--- src/rtl/byte_io_consts.svh ---
// Register offsets, field positions, reset values and counts of the byte I/O bus engine.
// Assumes inclusion by bare name from the engine and the testbench.
`ifndef BYTE_IO_CONSTS_SVH
`define BYTE_IO_CONSTS_SVH
`define REG_CMD 4'h0
`define REG_XFER 4'h1
`define REG_STATUS 4'h2
`define REG_ACK 4'h3
`define REG_CUR 4'h4
`define REG_END 4'h5
`define REG_CONC 4'h6
`define REG_IRQ 4'h7
`define CMD_MODE_LSB 4
`define ST_IRQ_BIT 7
`define ST_XFER_BIT 3
`define ST_PRIO_BIT 1
`define ST_BUSY_BIT 0
`define ACK_OUT_BIT 7
`define IRQ_PEND_BIT 8
`define CONC_EN_BIT 0
`define CONC_IRQ_EN_BIT 1
`define CONC_PRIO_BIT 2
`define CONC_STOP_LSB 5
`define STROBE_CYCLES 3'h4
`define RST_ADDR 16'h0000
`define RST_STOP_ORDER 3'h0
`define RST_XFER 9'h000
`define RST_LINES 12'hfff
`endif

--- src/rtl/byte_io_pkg.sv ---
// Types shared by the byte I/O bus engine: modes, states and line groups.
// Assumes the constants header sits beside it.
package byte_io_pkg;
  typedef enum logic [2:0] {
    MODE_IDLE = 3'h0,
    MODE_CTRL = 3'h1,
    MODE_DOUT = 3'h2,
    MODE_SPACE = 3'h3,
    MODE_SP4 = 3'h4,
    MODE_ACK = 3'h5,
    MODE_DIN = 3'h6,
    MODE_SP7 = 3'h7
  } io_mode_t;

  typedef enum logic [7:0] {
    ST_IDLE = 8'h01,
    ST_SW = 8'h02,
    ST_CACK = 8'h04,
    ST_CREL = 8'h08,
    ST_CFET = 8'h10,
    ST_CDAT = 8'h20,
    ST_CSTOP = 8'h40,
    ST_IACK = 8'h80
  } eng_state_t;

  typedef struct packed {
    logic ctrl_n;
    logic dout_n;
    logic ack_n;
    logic din_n;
  } strobes_t;

  typedef struct packed {
    logic irq_n;
    logic xfer_n;
    logic prio_n;
    logic [8:0] data_n;
  } in_lines_t;
endpackage : byte_io_pkg

--- src/rtl/byte_io_bus.sv ---
// Processor end of the party-line byte I/O bus: strobes, acknowledge, concurrent block
// transfers and external interrupt intake. Assumes single-cycle memory read and write
// ports and a register master on ref_clk; bus inputs are asynchronous and active low.
`timescale 1ns/1ps
`include "byte_io_consts.svh"

// How it works
// - Requests are answered with acknowledge; the requester returns its acknowledge byte.
// - Control byte: device number in bits 4..0, device order in bits 7..5.
// - Control, data-out and data-in strobes stay low four cycles, then rise.
// - Data output puts the byte, nine bits with spare option, beside data-out strobe.
// - Mode 3 removes teletype line current and makes no byte bus activity.
// - Ninth input bit goes to the transfer register spare bit and, in concurrent input, to memory write data.
// - Current address steps per byte; past end address a stop control byte goes out.
// - Device in concurrent mode asks each byte with the transfer request line.
// - Request seen: acknowledge, take byte, drop acknowledge, wait request release.
// - Concurrent input: data-in strobe, capture byte, store at current address.
// - Concurrent output: fetch byte at current address, drive with data-out strobe.
// - Interrupt request seen: acknowledge, read identity byte, drop acknowledge.
// - Interrupts are taken only between macro instructions; identity selects routine.
// - Three-bit mode register loads from command bits 6-4; six defined modes, codes 4 and 7 act as idle.
// - Input bus lines are active low, driven by open-collector devices.
// - Bus clock out runs at half the processor clock, 50 percent duty.
module byte_io_bus
  import byte_io_pkg::*;
#(
  parameter int SPARE_BIT = 0
) (
  input wire logic ref_clk, // Processor clock
  input wire logic rst_n, // Async reset
  input wire logic [3:0] addr, // Register index
  input wire logic [15:0] wdata, // Write data
  input wire logic wr_en, // Write strobe
  input wire logic rd_en, // Read strobe
  output logic [15:0] rdata, // Read data, cycle after rd_en
  input wire logic insn_boundary, // Between macro instructions
  output logic irq_taken, // Pulse: identity captured
  output logic [5:0] irq_id, // Interrupter identity
  output logic [15:0] mem_addr, // Memory address
  output logic [8:0] mem_wdata, // Memory write data
  output logic mem_we, // Memory write pulse
  output logic mem_rd, // Memory read, data same cycle
  input wire logic [8:0] mem_rdata, // Memory read data
  input wire logic [8:0] in_bus_n, // Input bus, active low
  input wire logic ext_irq_req_n, // External interrupt request
  input wire logic xfer_request_n, // Concurrent transfer request
  input wire logic priority_return_n, // End of priority chain
  output logic [8:0] out_bus_n, // Output bus, active low
  output logic ctrl_byte_strobe_n, // Control output strobe
  output logic data_out_strobe_n, // Data output strobe
  output logic ack_strobe_n, // Acknowledge strobe
  output logic data_in_strobe_n, // Data input strobe
  output logic bus_clock_out_n, // Half-rate bus clock
  output logic priority_out_n, // Start of priority chain
  output logic tty_line_on // Teletype loop current
);
  localparam logic [8:0] DMASK = (SPARE_BIT != 0) ? 9'h1ff : 9'h0ff;
  localparam logic [2:0] LAST = `STROBE_CYCLES - 3'h1;

  if (SPARE_BIT < 0 || SPARE_BIT > 1) begin : g_bad_spare
    $error("SPARE_BIT must be 0 or 1");
  end

  // Three-stage input synchroniser; a bit moves once stages two and three agree
  logic [11:0] s1_reg, s2_reg, s3_reg, held_reg, held_next;
  in_lines_t live;

  always_comb
  begin
    held_next = (s3_reg & ~(s2_reg ^ s3_reg)) | (held_reg & (s2_reg ^ s3_reg));
    live = in_lines_t'(held_next);
  end

  always_ff @(posedge ref_clk or negedge rst_n)
  begin
    if (!rst_n)
    begin
      s1_reg <= `RST_LINES;
      s2_reg <= `RST_LINES;
      s3_reg <= `RST_LINES;
      held_reg <= `RST_LINES;
    end
    else
    begin
      s1_reg <= {ext_irq_req_n, xfer_request_n, priority_return_n, in_bus_n};
      s2_reg <= s1_reg;
      s3_reg <= s2_reg;
      held_reg <= held_next;
    end
  end

  logic irq_req, xfer_req, prio_ret;
  logic [8:0] in_data;
  assign irq_req = ~live.irq_n;
  assign xfer_req = ~live.xfer_n;
  assign prio_ret = ~live.prio_n;
  assign in_data = ~live.data_n & DMASK;

  eng_state_t state_reg, state_next;
  io_mode_t mode_reg, mode_next;
  logic [2:0] cnt_reg, cnt_next;
  logic [8:0] xfer_reg, xfer_next;
  logic [7:0] ack_reg, ack_next;
  logic [15:0] cur_reg, cur_next, end_reg, end_next, rdata_reg, rdata_next;
  logic conc_en_reg, conc_en_next, irq_en_reg, irq_en_next, prio_en_reg, prio_en_next;
  logic [2:0] stop_reg, stop_next;
  logic [5:0] irq_id_reg, irq_id_next;
  logic irq_pend_reg, irq_pend_next, irq_taken_reg, irq_taken_next;
  logic [15:0] mem_addr_reg, mem_addr_next;
  logic [8:0] mem_wdata_reg, mem_wdata_next;
  logic mem_we_reg, mem_we_next, mem_rd_reg, mem_rd_next;
  strobes_t strb_reg, strb_next;
  logic clk_out_reg, tty_reg, tty_next;
  logic strobing, strobe_done, cmd_wr;

  always_comb
  begin
    state_next = state_reg;
    mode_next = mode_reg;
    xfer_next = xfer_reg;
    ack_next = ack_reg;
    cur_next = cur_reg;
    end_next = end_reg;
    conc_en_next = conc_en_reg;
    irq_en_next = irq_en_reg;
    prio_en_next = prio_en_reg;
    stop_next = stop_reg;
    irq_id_next = irq_id_reg;
    irq_pend_next = irq_pend_reg;
    irq_taken_next = 1'b0;
    mem_addr_next = mem_addr_reg;
    mem_wdata_next = mem_wdata_reg;
    mem_we_next = 1'b0;
    mem_rd_next = 1'b0;
    rdata_next = 16'h0000;
    strobing = mode_reg == MODE_CTRL || mode_reg == MODE_DOUT ||
               mode_reg == MODE_ACK || mode_reg == MODE_DIN;
    strobe_done = strobing && cnt_reg == LAST;
    cnt_next = (strobing && !strobe_done) ? cnt_reg + 3'h1 : 3'h0;
    cmd_wr = wr_en && addr == `REG_CMD;
    // Software writes
    if (wr_en)
    begin
      case (addr)
        `REG_CMD:
          if (state_reg == ST_IDLE)
          begin
            mode_next = io_mode_t'(wdata[`CMD_MODE_LSB +: 3]);
            if (wdata[`CMD_MODE_LSB +: 3] == MODE_CTRL || wdata[`CMD_MODE_LSB +: 3] == MODE_DOUT ||
                wdata[`CMD_MODE_LSB +: 3] == MODE_ACK || wdata[`CMD_MODE_LSB +: 3] == MODE_DIN)
              state_next = ST_SW;
          end
        `REG_XFER:
          if (state_reg == ST_IDLE)
            xfer_next = wdata[8:0] & DMASK;
        `REG_CUR: cur_next = wdata;
        `REG_END: end_next = wdata;
        `REG_CONC:
        begin
          conc_en_next = wdata[`CONC_EN_BIT];
          irq_en_next = wdata[`CONC_IRQ_EN_BIT];
          prio_en_next = wdata[`CONC_PRIO_BIT];
          stop_next = wdata[`CONC_STOP_LSB +: 3];
        end
        default: ;
      endcase
    end
    // Register reads; reading the identity clears its pending flag
    if (rd_en)
    begin
      case (addr)
        `REG_CMD: rdata_next = {9'h000, mode_reg, 3'h0, state_reg != ST_IDLE};
        `REG_XFER: rdata_next = {7'h00, xfer_reg};
        `REG_STATUS:
        begin
          rdata_next[`ST_IRQ_BIT] = irq_req;
          rdata_next[`ST_XFER_BIT] = xfer_req;
          rdata_next[`ST_PRIO_BIT] = prio_ret;
          rdata_next[`ST_BUSY_BIT] = state_reg != ST_IDLE;
        end
        `REG_ACK: rdata_next = {8'h00, ack_reg};
        `REG_CUR: rdata_next = cur_reg;
        `REG_END: rdata_next = end_reg;
        `REG_CONC: rdata_next = {8'h00, stop_reg, 2'h0, prio_en_reg, irq_en_reg, conc_en_reg};
        `REG_IRQ:
        begin
          rdata_next = {7'h00, irq_pend_reg, 2'h0, irq_id_reg};
          irq_pend_next = 1'b0;
        end
        default: rdata_next = 16'h0000;
      endcase
    end
    // Bus sequencer
    case (state_reg)
      ST_IDLE:
        if (!cmd_wr && conc_en_reg && xfer_req)
        begin
          mode_next = MODE_ACK;
          state_next = ST_CACK;
        end
        else if (!cmd_wr && irq_en_reg && irq_req && insn_boundary)
        begin
          mode_next = MODE_ACK;
          state_next = ST_IACK;
        end
      ST_SW:
        if (strobe_done)
        begin
          if (mode_reg == MODE_ACK)
            ack_next = in_data[7:0];
          if (mode_reg == MODE_DIN)
            xfer_next = in_data;
          mode_next = MODE_IDLE;
          state_next = ST_IDLE;
        end
      ST_CACK:
        if (strobe_done)
        begin
          ack_next = in_data[7:0];
          mode_next = MODE_IDLE;
          state_next = ST_CREL;
        end
      ST_CREL:
        if (!xfer_req)
        begin
          if (ack_reg[`ACK_OUT_BIT])
          begin
            mem_rd_next = 1'b1;
            mem_addr_next = cur_reg;
            state_next = ST_CFET;
          end
          else
          begin
            mode_next = MODE_DIN;
            state_next = ST_CDAT;
          end
        end
      ST_CFET:
      begin
        xfer_next = mem_rdata & DMASK;
        mode_next = MODE_DOUT;
        state_next = ST_CDAT;
      end
      ST_CDAT:
        if (strobe_done)
        begin
          if (mode_reg == MODE_DIN)
          begin
            mem_we_next = 1'b1;
            mem_addr_next = cur_reg;
            mem_wdata_next = in_data;
            xfer_next = in_data;
          end
          cur_next = cur_reg + 16'h0001;
          if (cur_reg + 16'h0001 == end_reg + 16'h0001)
          begin
            xfer_next = {1'b0, stop_reg, ack_reg[4:0]};
            mode_next = MODE_CTRL;
            state_next = ST_CSTOP;
          end
          else
          begin
            mode_next = MODE_IDLE;
            state_next = ST_IDLE;
          end
        end
      ST_CSTOP:
        if (strobe_done)
        begin
          if (!(wr_en && addr == `REG_CONC))
            conc_en_next = 1'b0;
          mode_next = MODE_IDLE;
          state_next = ST_IDLE;
        end
      ST_IACK:
        if (strobe_done)
        begin
          ack_next = in_data[7:0];
          irq_id_next = in_data[5:0];
          irq_pend_next = 1'b1;
          irq_taken_next = 1'b1;
          mode_next = MODE_IDLE;
        end
        // Stay until the released request is seen, or it would be taken twice
        else if (mode_reg == MODE_IDLE && !irq_req)
          state_next = ST_IDLE;
      default:
      begin
        mode_next = MODE_IDLE;
        state_next = ST_IDLE;
      end
    endcase
    strb_next.ctrl_n = mode_next != MODE_CTRL;
    strb_next.dout_n = mode_next != MODE_DOUT;
    strb_next.ack_n = mode_next != MODE_ACK;
    strb_next.din_n = mode_next != MODE_DIN;
    tty_next = mode_next != MODE_SPACE;
  end

  always_ff @(posedge ref_clk or negedge rst_n)
  begin
    if (!rst_n)
    begin
      state_reg <= ST_IDLE;
      mode_reg <= MODE_IDLE;
      cnt_reg <= 3'h0;
      xfer_reg <= `RST_XFER;
      ack_reg <= 8'h00;
      cur_reg <= `RST_ADDR;
      end_reg <= `RST_ADDR;
      conc_en_reg <= 1'b0;
      irq_en_reg <= 1'b0;
      prio_en_reg <= 1'b0;
      stop_reg <= `RST_STOP_ORDER;
      irq_id_reg <= 6'h00;
      irq_pend_reg <= 1'b0;
      irq_taken_reg <= 1'b0;
      mem_addr_reg <= `RST_ADDR;
      mem_wdata_reg <= 9'h000;
      mem_we_reg <= 1'b0;
      mem_rd_reg <= 1'b0;
      rdata_reg <= 16'h0000;
      strb_reg <= 4'hf;
      clk_out_reg <= 1'b1;
      tty_reg <= 1'b1;
    end
    else
    begin
      state_reg <= state_next;
      mode_reg <= mode_next;
      cnt_reg <= cnt_next;
      xfer_reg <= xfer_next;
      ack_reg <= ack_next;
      cur_reg <= cur_next;
      end_reg <= end_next;
      conc_en_reg <= conc_en_next;
      irq_en_reg <= irq_en_next;
      prio_en_reg <= prio_en_next;
      stop_reg <= stop_next;
      irq_id_reg <= irq_id_next;
      irq_pend_reg <= irq_pend_next;
      irq_taken_reg <= irq_taken_next;
      mem_addr_reg <= mem_addr_next;
      mem_wdata_reg <= mem_wdata_next;
      mem_we_reg <= mem_we_next;
      mem_rd_reg <= mem_rd_next;
      rdata_reg <= rdata_next;
      strb_reg <= strb_next;
      clk_out_reg <= ~clk_out_reg;
      tty_reg <= tty_next;
    end
  end

  assign rdata = rdata_reg;
  assign irq_taken = irq_taken_reg;
  assign irq_id = irq_id_reg;
  assign mem_addr = mem_addr_reg;
  assign mem_wdata = mem_wdata_reg;
  assign mem_we = mem_we_reg;
  assign mem_rd = mem_rd_reg;
  assign out_bus_n = ~xfer_reg;
  assign ctrl_byte_strobe_n = strb_reg.ctrl_n;
  assign data_out_strobe_n = strb_reg.dout_n;
  assign ack_strobe_n = strb_reg.ack_n;
  assign data_in_strobe_n = strb_reg.din_n;
  assign bus_clock_out_n = clk_out_reg;
  assign priority_out_n = ~prio_en_reg;
  assign tty_line_on = tty_reg;
endmodule : byte_io_bus

--- config.mk ---
export PLATFORM = sky130hd
export DESIGN_NAME = byte_io_bus
export DESIGN_NICKNAME = d
export VERILOG_FILES = /design/src/rtl/byte_io_pkg.sv /design/src/rtl/byte_io_bus.sv
export VERILOG_INCLUDE_DIRS = /design/src /design/src/rtl
export SDC_FILE = /design/constraint.sdc
export NUM_CORES = 1
export LEC_CHECK = 0
export ABC_AREA = 1
export BUFFER_PORTS_ARGS = -buffer_cell sky130_fd_sc_hd__buf_2
export CORE_MARGIN = 4
export CORE_UTILIZATION = 56
export CTS_CLUSTER_SIZE = 20
export DETAILED_ROUTE_END_ITERATION = 10
export HOLD_SLACK_MARGIN = 0.1
export MAX_ROUTING_LAYER = met4
export PLACE_DENSITY = 0.88
export SLEW_MARGIN = 20
export SYNTH_ARGS = -nofsm -noshare
export SYNTH_HDL_FRONTEND = slang
export SYNTH_SLANG_ARGS = --single-unit
export TNS_END_PERCENT = 30
--- constraint.sdc ---
create_clock -name ref_clk -period 3.75 [get_ports ref_clk]
set_input_delay 0.375 -clock ref_clk [delete_from_list [all_inputs] [get_ports ref_clk]]
set_output_delay 0.375 -clock ref_clk [all_outputs]
set_load 0.005 [all_outputs]
* After elaboration in Yosys (flattened, before gate mapping)
Cells that the tools add are included.
** Word-level totals
- Memory bits (read-only) :: 0
- Output and inout bits :: 66
- Input port bits :: 46
- Latch bits :: 0
- Bits in registers :: 173
- Logic and storage cells :: 185
- RAM bits :: 0
- Memories :: 0
** Operators by class
- $lt $le $gt $ge :: 0
- Multipliers :: 0
- Bitwise logic cells :: 12
- Muxes and demuxes :: 72
- Shifts and indexed selects :: 0
- Add/sub/neg operators :: 3
- Reduce and logical (&&, ||, !) cells :: 31
- Equality and inequality tests :: 38
- Divide/modulo/power cells :: 0
** Operators by type and width (count)
- 16-bit 2-to-1 mux :: 9
- 8-bit 2-to-1 mux :: 15
- 9-bit 2-to-1 mux :: 7
- 8-bit case mux with 7 select lines :: 1
- 16-bit by 1-bit adder with 16-bit output, second input constant :: 2
- 16-bit case mux with 2 select lines :: 1
- 8-bit case mux with 4 select lines :: 1
- 3-bit 2-to-1 mux :: 10
- 9-bit case mux with 3 select lines :: 1
- 12-bit bitwise AND :: 2
- 3-bit case mux with 7 select lines :: 1
- 1-bit 2-to-1 mux :: 18
- 1-bit case mux with 6 select lines :: 3
- 16-bit == test :: 1
- 4-bit by 3-bit == test with 1-bit output, second input constant :: 4
- 2-bit case mux with 8 select lines :: 1
- 8-bit case mux with 2 select lines :: 1
- 3-bit case mux with 5 select lines :: 1
- 3-bit == test, second input constant :: 4
- 2-bit != test, second input constant :: 6
- 12-bit inverter :: 1
- 12-bit bitwise OR :: 1
- 12-bit bitwise XOR :: 1
- 1-bit logical AND :: 10
- 34 further kinds :: 54

* Longest topological paths before layout
- Depth after elaboration :: 11
- Gate-level depth with buffers :: 18
- Mapped depth without buffers :: 17

* Worst setup path after synthesis
No wires, ideal clock.
- Kind :: flip-flop to flip-flop
- Start point :: reg cur_reg[1]
- End point :: reg xfer_reg[4]
- Arrival time :: 1870 ps
- Period minus slack after synthesis :: 2000 ps
- Buffers on the path :: 0
- Required time :: 3620 ps
- Setup slack :: 1750 ps
- Library setup time :: 130 ps
- Cell stages (with the launch flop) :: 17
- Cell sequence :: dfrtp_1 ha_1 nand3_1 nor2_1 nand3_1 nand2_1 nand2_1 nand2_1 nand2_1 nor2_1 nand2_1 nor2_4 nand3_1 nand2_1 nand2_1 nand3_1 nand4_1
** Between the ends
- Cells in the longest elaborated chain, start to end :: 5
** RTL lines
- start, declared :: line byte_io_bus.sv:104 : logic [15:0] cur_reg, cur_next, end_reg, end_next, rdata_reg, rdata_next;
- start signal, assigned :: line byte_io_bus.sv:309 : cur_reg <= `RST_ADDR;
- start signal, assigned :: line byte_io_bus.sv:334 : cur_reg <= cur_next;
- 16-bit by 1-bit adder with 16-bit output :: line byte_io_bus.sv:255 : if (cur_reg + 16'h0001 == end_reg + 16'h0001)
- 16-bit == test :: line byte_io_bus.sv:255
- 9-bit 2-to-1 mux :: line byte_io_bus.sv:255
- 9-bit 2-to-1 mux :: line byte_io_bus.sv:245 : if (strobe_done)
- 9-bit case mux with 3 select lines :: line byte_io_bus.sv:194 : case (state_reg)
- net xfer_next[4] :: line byte_io_bus.sv:102 : logic [8:0] xfer_reg, xfer_next;
- end signal, assigned :: line byte_io_bus.sv:307 : xfer_reg <= `RST_XFER;
- end signal, assigned :: line byte_io_bus.sv:332 : xfer_reg <= xfer_next;
- end, declared :: line byte_io_bus.sv:102
The timed path passes the listed nets, and every way through them passes these cells.
A chain may end at the register's enable or synchronous reset.

* Worst setup path in the final report
- Start point :: reg cur_reg[0]
- End point :: reg xfer_reg[6]
Same word-level chain as after synthesis.

==> flow_metrics.py <==
metrics = {
    "cts": {
        "cts_setup_buffers": 0,
        "cts_tree": "done",
        "cts_sinks": 169,
        "ctsRootBufferMaster": "sky130_fd_sc_hd__clkbuf_16",
        "post_cts.resized_instances": 0,
        "path_clk_slew_ps": 70,
        "htreeDepth": 4,
        "cts_hold_buffers": 12,
        "clock_path_buffers": 2,
        "insertion_delay_ps": 440,
        "tritoncts.num_buffers": 17,
    },
    "timing": {
        "clock.fmax_mhz": 352.1,
        "hold_viol_final": 0,
        "post-route-min-period_ps": 2840,
        "finalCritPeriodShare": 0.7574,
        "tns_ps": 0,
        "slew_headroom": 0.3145,
        "drv_slew": 0,
        "final_report_setup_violation_count": 0,
        "fin_skew_ps": 13.22,
        "grt_setup_unrepaired": "no",
        "worst-slew-pin-transition_ps": 1026,
    },
    "pwr": {
        "worst_ir_drop_vdd_v": 0.0003701,
        "static-leakage-power_nw": 5.072,
        "power_density_nw_per_um2": 556.4,
    },
    "global_routing": {
        "vias_in_the_first_global_route": 7746,
        "grt_first_pass_wirelength_um": 39900,
        "largest_net_degree_at_the_start_of_global_routing": 86,
        "number_of_antenna_violations_at_the_first_check_in_global_routing": 0,
        "gr-total-overflow": 0,
        "grt.total_usage": 0.2930,
    },
    "final_layout": {
        "finalCoreUtilization": 0.6717,
        "finalInstanceArea_um2": 10290,
        "fillerInstances": 1245,
        "share_of_post_route_cells_with_drive_strength_above_1": 0.2094,
        "antenna_cells_inserted": 0,
        "layout.area.seq_um2": 4293,
        "multi_input_gate_area_in_the_final_layout_um2": 3948,
        "finalNetCount": 1272,
        "area_delta_synth_final_pct": 16.53,
    },
    "drt": {
        "route.antenna.remaining_nets": 0,
        "viasPerCell": 5.683,
        "drt_iter0_markers": 1049,
        "vias": 8201,
        "remaining_drc_errors": 0,
        "routed_wire_length_per_instance_um": 17.19,
        "drt-pass1-iter-count": 7,
        "wirelength_um": 24800,
    },
    "floorplanning": {
        "die_width_um": 133.6,
        "boundaryPins": 112,
        "fp.dieH_um": 133.6,
        "floorplan.die_area_um2": 17840,
        "floorplan.initialDensity": 0.5765,
        "rows": 45,
        "core_area_um2": 15310,
    },
    "synth": {
        "synth.lib_cells_used.distinct": 50,
        "yosys.cell_count.top_type": "sky130_fd_sc_hd__nand2_1",
        "synth_fp_nets": 1158,
        "netlist_top_cells_area": "sky130_fd_sc_hd__dfrtp_1 33%, sky130_fd_sc_hd__dfstp_2 15%, sky130_fd_sc_hd__nand2_1 14%, sky130_fd_sc_hd__inv_1 4.7%, sky130_fd_sc_hd__o21ai_0 4.2%",
        "ys.warnings.count": 0,
        "post-synth-top-area-cell": "sky130_fd_sc_hd__dfrtp_1",
        "synth_enable_flop_cells": 0,
        "synth_top_area_frac": 0.3345,
        "fraction_of_registers_with_async_set_or_reset_after_synthesis": 1.000,
        "synth-main-ff-cell": "sky130_fd_sc_hd__dfrtp_1",
        "ys_top_cells_by_count": "327 x sky130_fd_sc_hd__nand2_1, 118 x sky130_fd_sc_hd__dfrtp_1, 111 x sky130_fd_sc_hd__inv_1",
        "synth_seq_cells": 169,
        "synth.avg_cell_area_um2": 7.990,
        "cell_count_after_synthesis": 1105,
        "seq_area_frac_synth": 0.4863,
        "mapped_cell_area_um2": 8828,
    },
    "job": {
        "drv.max_cap_violation_count": 0,
    },
    "setup_path": {
        "timing.critical_path.arrival_ps": 3160,
        "worstSetupEndpointType": "flip-flop",
        "cp_max_fanout": 9,
        "timing.critical_path.cells": "ha_1 -> nand3_1 -> nor2_1 -> nand3_1 -> nand2_1 -> nand2_1 -> nand2_1 -> nand2_1 -> nor2_1 -> nand2_1 -> nor2_4 -> nand3_1 -> nand2_1 -> nand2_1 -> nand3_1 -> nand4_1",
        "critPathKind": "reg -> reg",
        "crit_path_max_incr_delay_ps": 570,
        "critPathMostFrequentCell": "sky130_fd_sc_hd__nand2_1",
        "cpMaxStageDelayCell": "sky130_fd_sc_hd__dfrtp_1",
        "timing.critical_path.required_ps": 4070,
        "critical_path.startpoint": "cur_reg[0]$_DFF_PN0_",
        "crit-reg2reg-launch": "cur_reg[0]$_DFF_PN0_",
        "timing.critical_path.buf_inv": 0,
        "worst_setup_path_start_kind": "flip-flop",
        "crit_family": "simple AND/OR/NAND/NOR gates",
    },
    "placement": {
        "buffer_ports.inserted": 108,
        "detailed_place.area_um2": 9537,
        "place_congestion": 0.9847,
        "hpwl_um": 18110,
    },
    "worst_hold_path": {
        "min-delay-start": "mem_rdata[4]",
        "min-delay-path-class": "in -> reg",
    },
    "run_status": {
        "run_status": "finished clean",
    },
}
final timing paths:
kind | to | slack [ps] | cells after the start
setup / recovery | xfer_reg[6]$_DFF_PN0_ | 910 | 16
hold / removal | xfer_reg[4]$_DFF_PN0_ | 160 | 3
setup reg to reg | xfer_reg[6]$_DFF_PN0_ | 910 | 16
hold reg to reg | s2_reg[3]$_DFF_PN1_ | 360 | 0
max in group asynchronous | data_in_strobe_n$_DFF_PN1_ | 2270 | 3
min in group asynchronous | mem_addr[3]$_DFFE_PN0P_ | 530 | 2
area by class of cell:
| type | instances | area share |
|---|---|---|
| timing repair buffer | 126 | 0.06920 |
| tap | 211 | 0.02566 |
| sequential | 169 | 0.4173 |
| inverter | 119 | 0.04354 |
| multi-input combinational | 786 | 0.3837 |
| clock buffer | 19 | 0.04403 |
| clock inverter | 13 | 0.01654 |
layer usage:
metal,track usage,share of wire,routed length (um)
met1,0.3554,0.39,9559
met2,0.4647,0.47,11700
met3,0.06873,0.098,2435
met4,0.1400,0.045,1106
met5,-,0,0
where the power goes:
group          internal [W]  leakage, nW  switching, W
combinational      0.000551         2.69       0.00104
clock              0.000996        0.308      0.000825
sequential          0.00206         2.07      0.000250
layout by cell type (no fill, tap or decap), types with 3 or more instances in the layout:
cell type	instances
sky130_fd_sc_hd__nor2_2	8
sky130_fd_sc_hd__buf_2	107
sky130_fd_sc_hd__clkinv_8	3
sky130_fd_sc_hd__nor3_1	9
sky130_fd_sc_hd__dfstp_2	51
sky130_fd_sc_hd__o21ai_0	74
sky130_fd_sc_hd__inv_8	6
sky130_fd_sc_hd__inv_1	111
sky130_fd_sc_hd__nand3_1	58
sky130_fd_sc_hd__a221oi_1	10
sky130_fd_sc_hd__or2_1	7
sky130_fd_sc_hd__inv_2	6
sky130_fd_sc_hd__nand4_1	39
sky130_fd_sc_hd__a21boi_0	8
sky130_fd_sc_hd__o21ai_2	8
sky130_fd_sc_hd__maj3_1	9
sky130_fd_sc_hd__nor2_4	9
sky130_fd_sc_hd__nand2_2	16
sky130_fd_sc_hd__a21oi_1	48
sky130_fd_sc_hd__clkbuf_16	17
sky130_fd_sc_hd__dlygate4sd3_1	12
sky130_fd_sc_hd__xnor2_1	4
sky130_fd_sc_hd__buf_4	6
sky130_fd_sc_hd__dfrtp_1	118
sky130_fd_sc_hd__o21ai_1	11
sky130_fd_sc_hd__nor2_1	89
sky130_fd_sc_hd__o211ai_1	8
sky130_fd_sc_hd__ha_1	7
sky130_fd_sc_hd__o22ai_1	10
sky130_fd_sc_hd__nand2_1	327
kinds of logic after synthesis:
logic type | synth area share
buf+inv | 0.06817
other cells | 0.0004248
xor+xnor | 0.004960
flops | 0.4863
mux | 0.001275
simple gates | 0.2955
fa+ha+maj | 0.02012
compound gates | 0.1233
worst reg2reg max path: stages, from the launching register on:
cell and delay, ps:
sky130_fd_sc_hd__dfrtp_1 570, sky130_fd_sc_hd__ha_1 350, sky130_fd_sc_hd__nand3_1 160, sky130_fd_sc_hd__nor2_1 260, sky130_fd_sc_hd__nand3_1 150, sky130_fd_sc_hd__nand2_1 80, sky130_fd_sc_hd__nand2_1 60, sky130_fd_sc_hd__nand2_1 50
sky130_fd_sc_hd__nand2_1 60, sky130_fd_sc_hd__nor2_1 80, sky130_fd_sc_hd__nand2_1 140, sky130_fd_sc_hd__nor2_4 280, sky130_fd_sc_hd__nand3_1 150, sky130_fd_sc_hd__nand2_1 100, sky130_fd_sc_hd__nand2_1 50, sky130_fd_sc_hd__nand3_1 90
sky130_fd_sc_hd__nand4_1 80
metrics by stage:
stage / setup slack, ps / std cells / total power, W / hold slack, ps
after global routing: 668.3 / 1443 / 0.006061 / 161.7
after global placement: 1021 / 1399 / 0.003814 / 345.3
final: 909.6 / 1443 / 0.005724 / 157.3
after CTS: 888.4 / 1443 / 0.005704 / 149.7
after detailed placement: 895.6 / 1399 / 0.003857 / 348.2
after floorplan: 1750 / 1105 / 0.003384 / 79.41
Note: power is estimated with default switching activity, not from simulation.
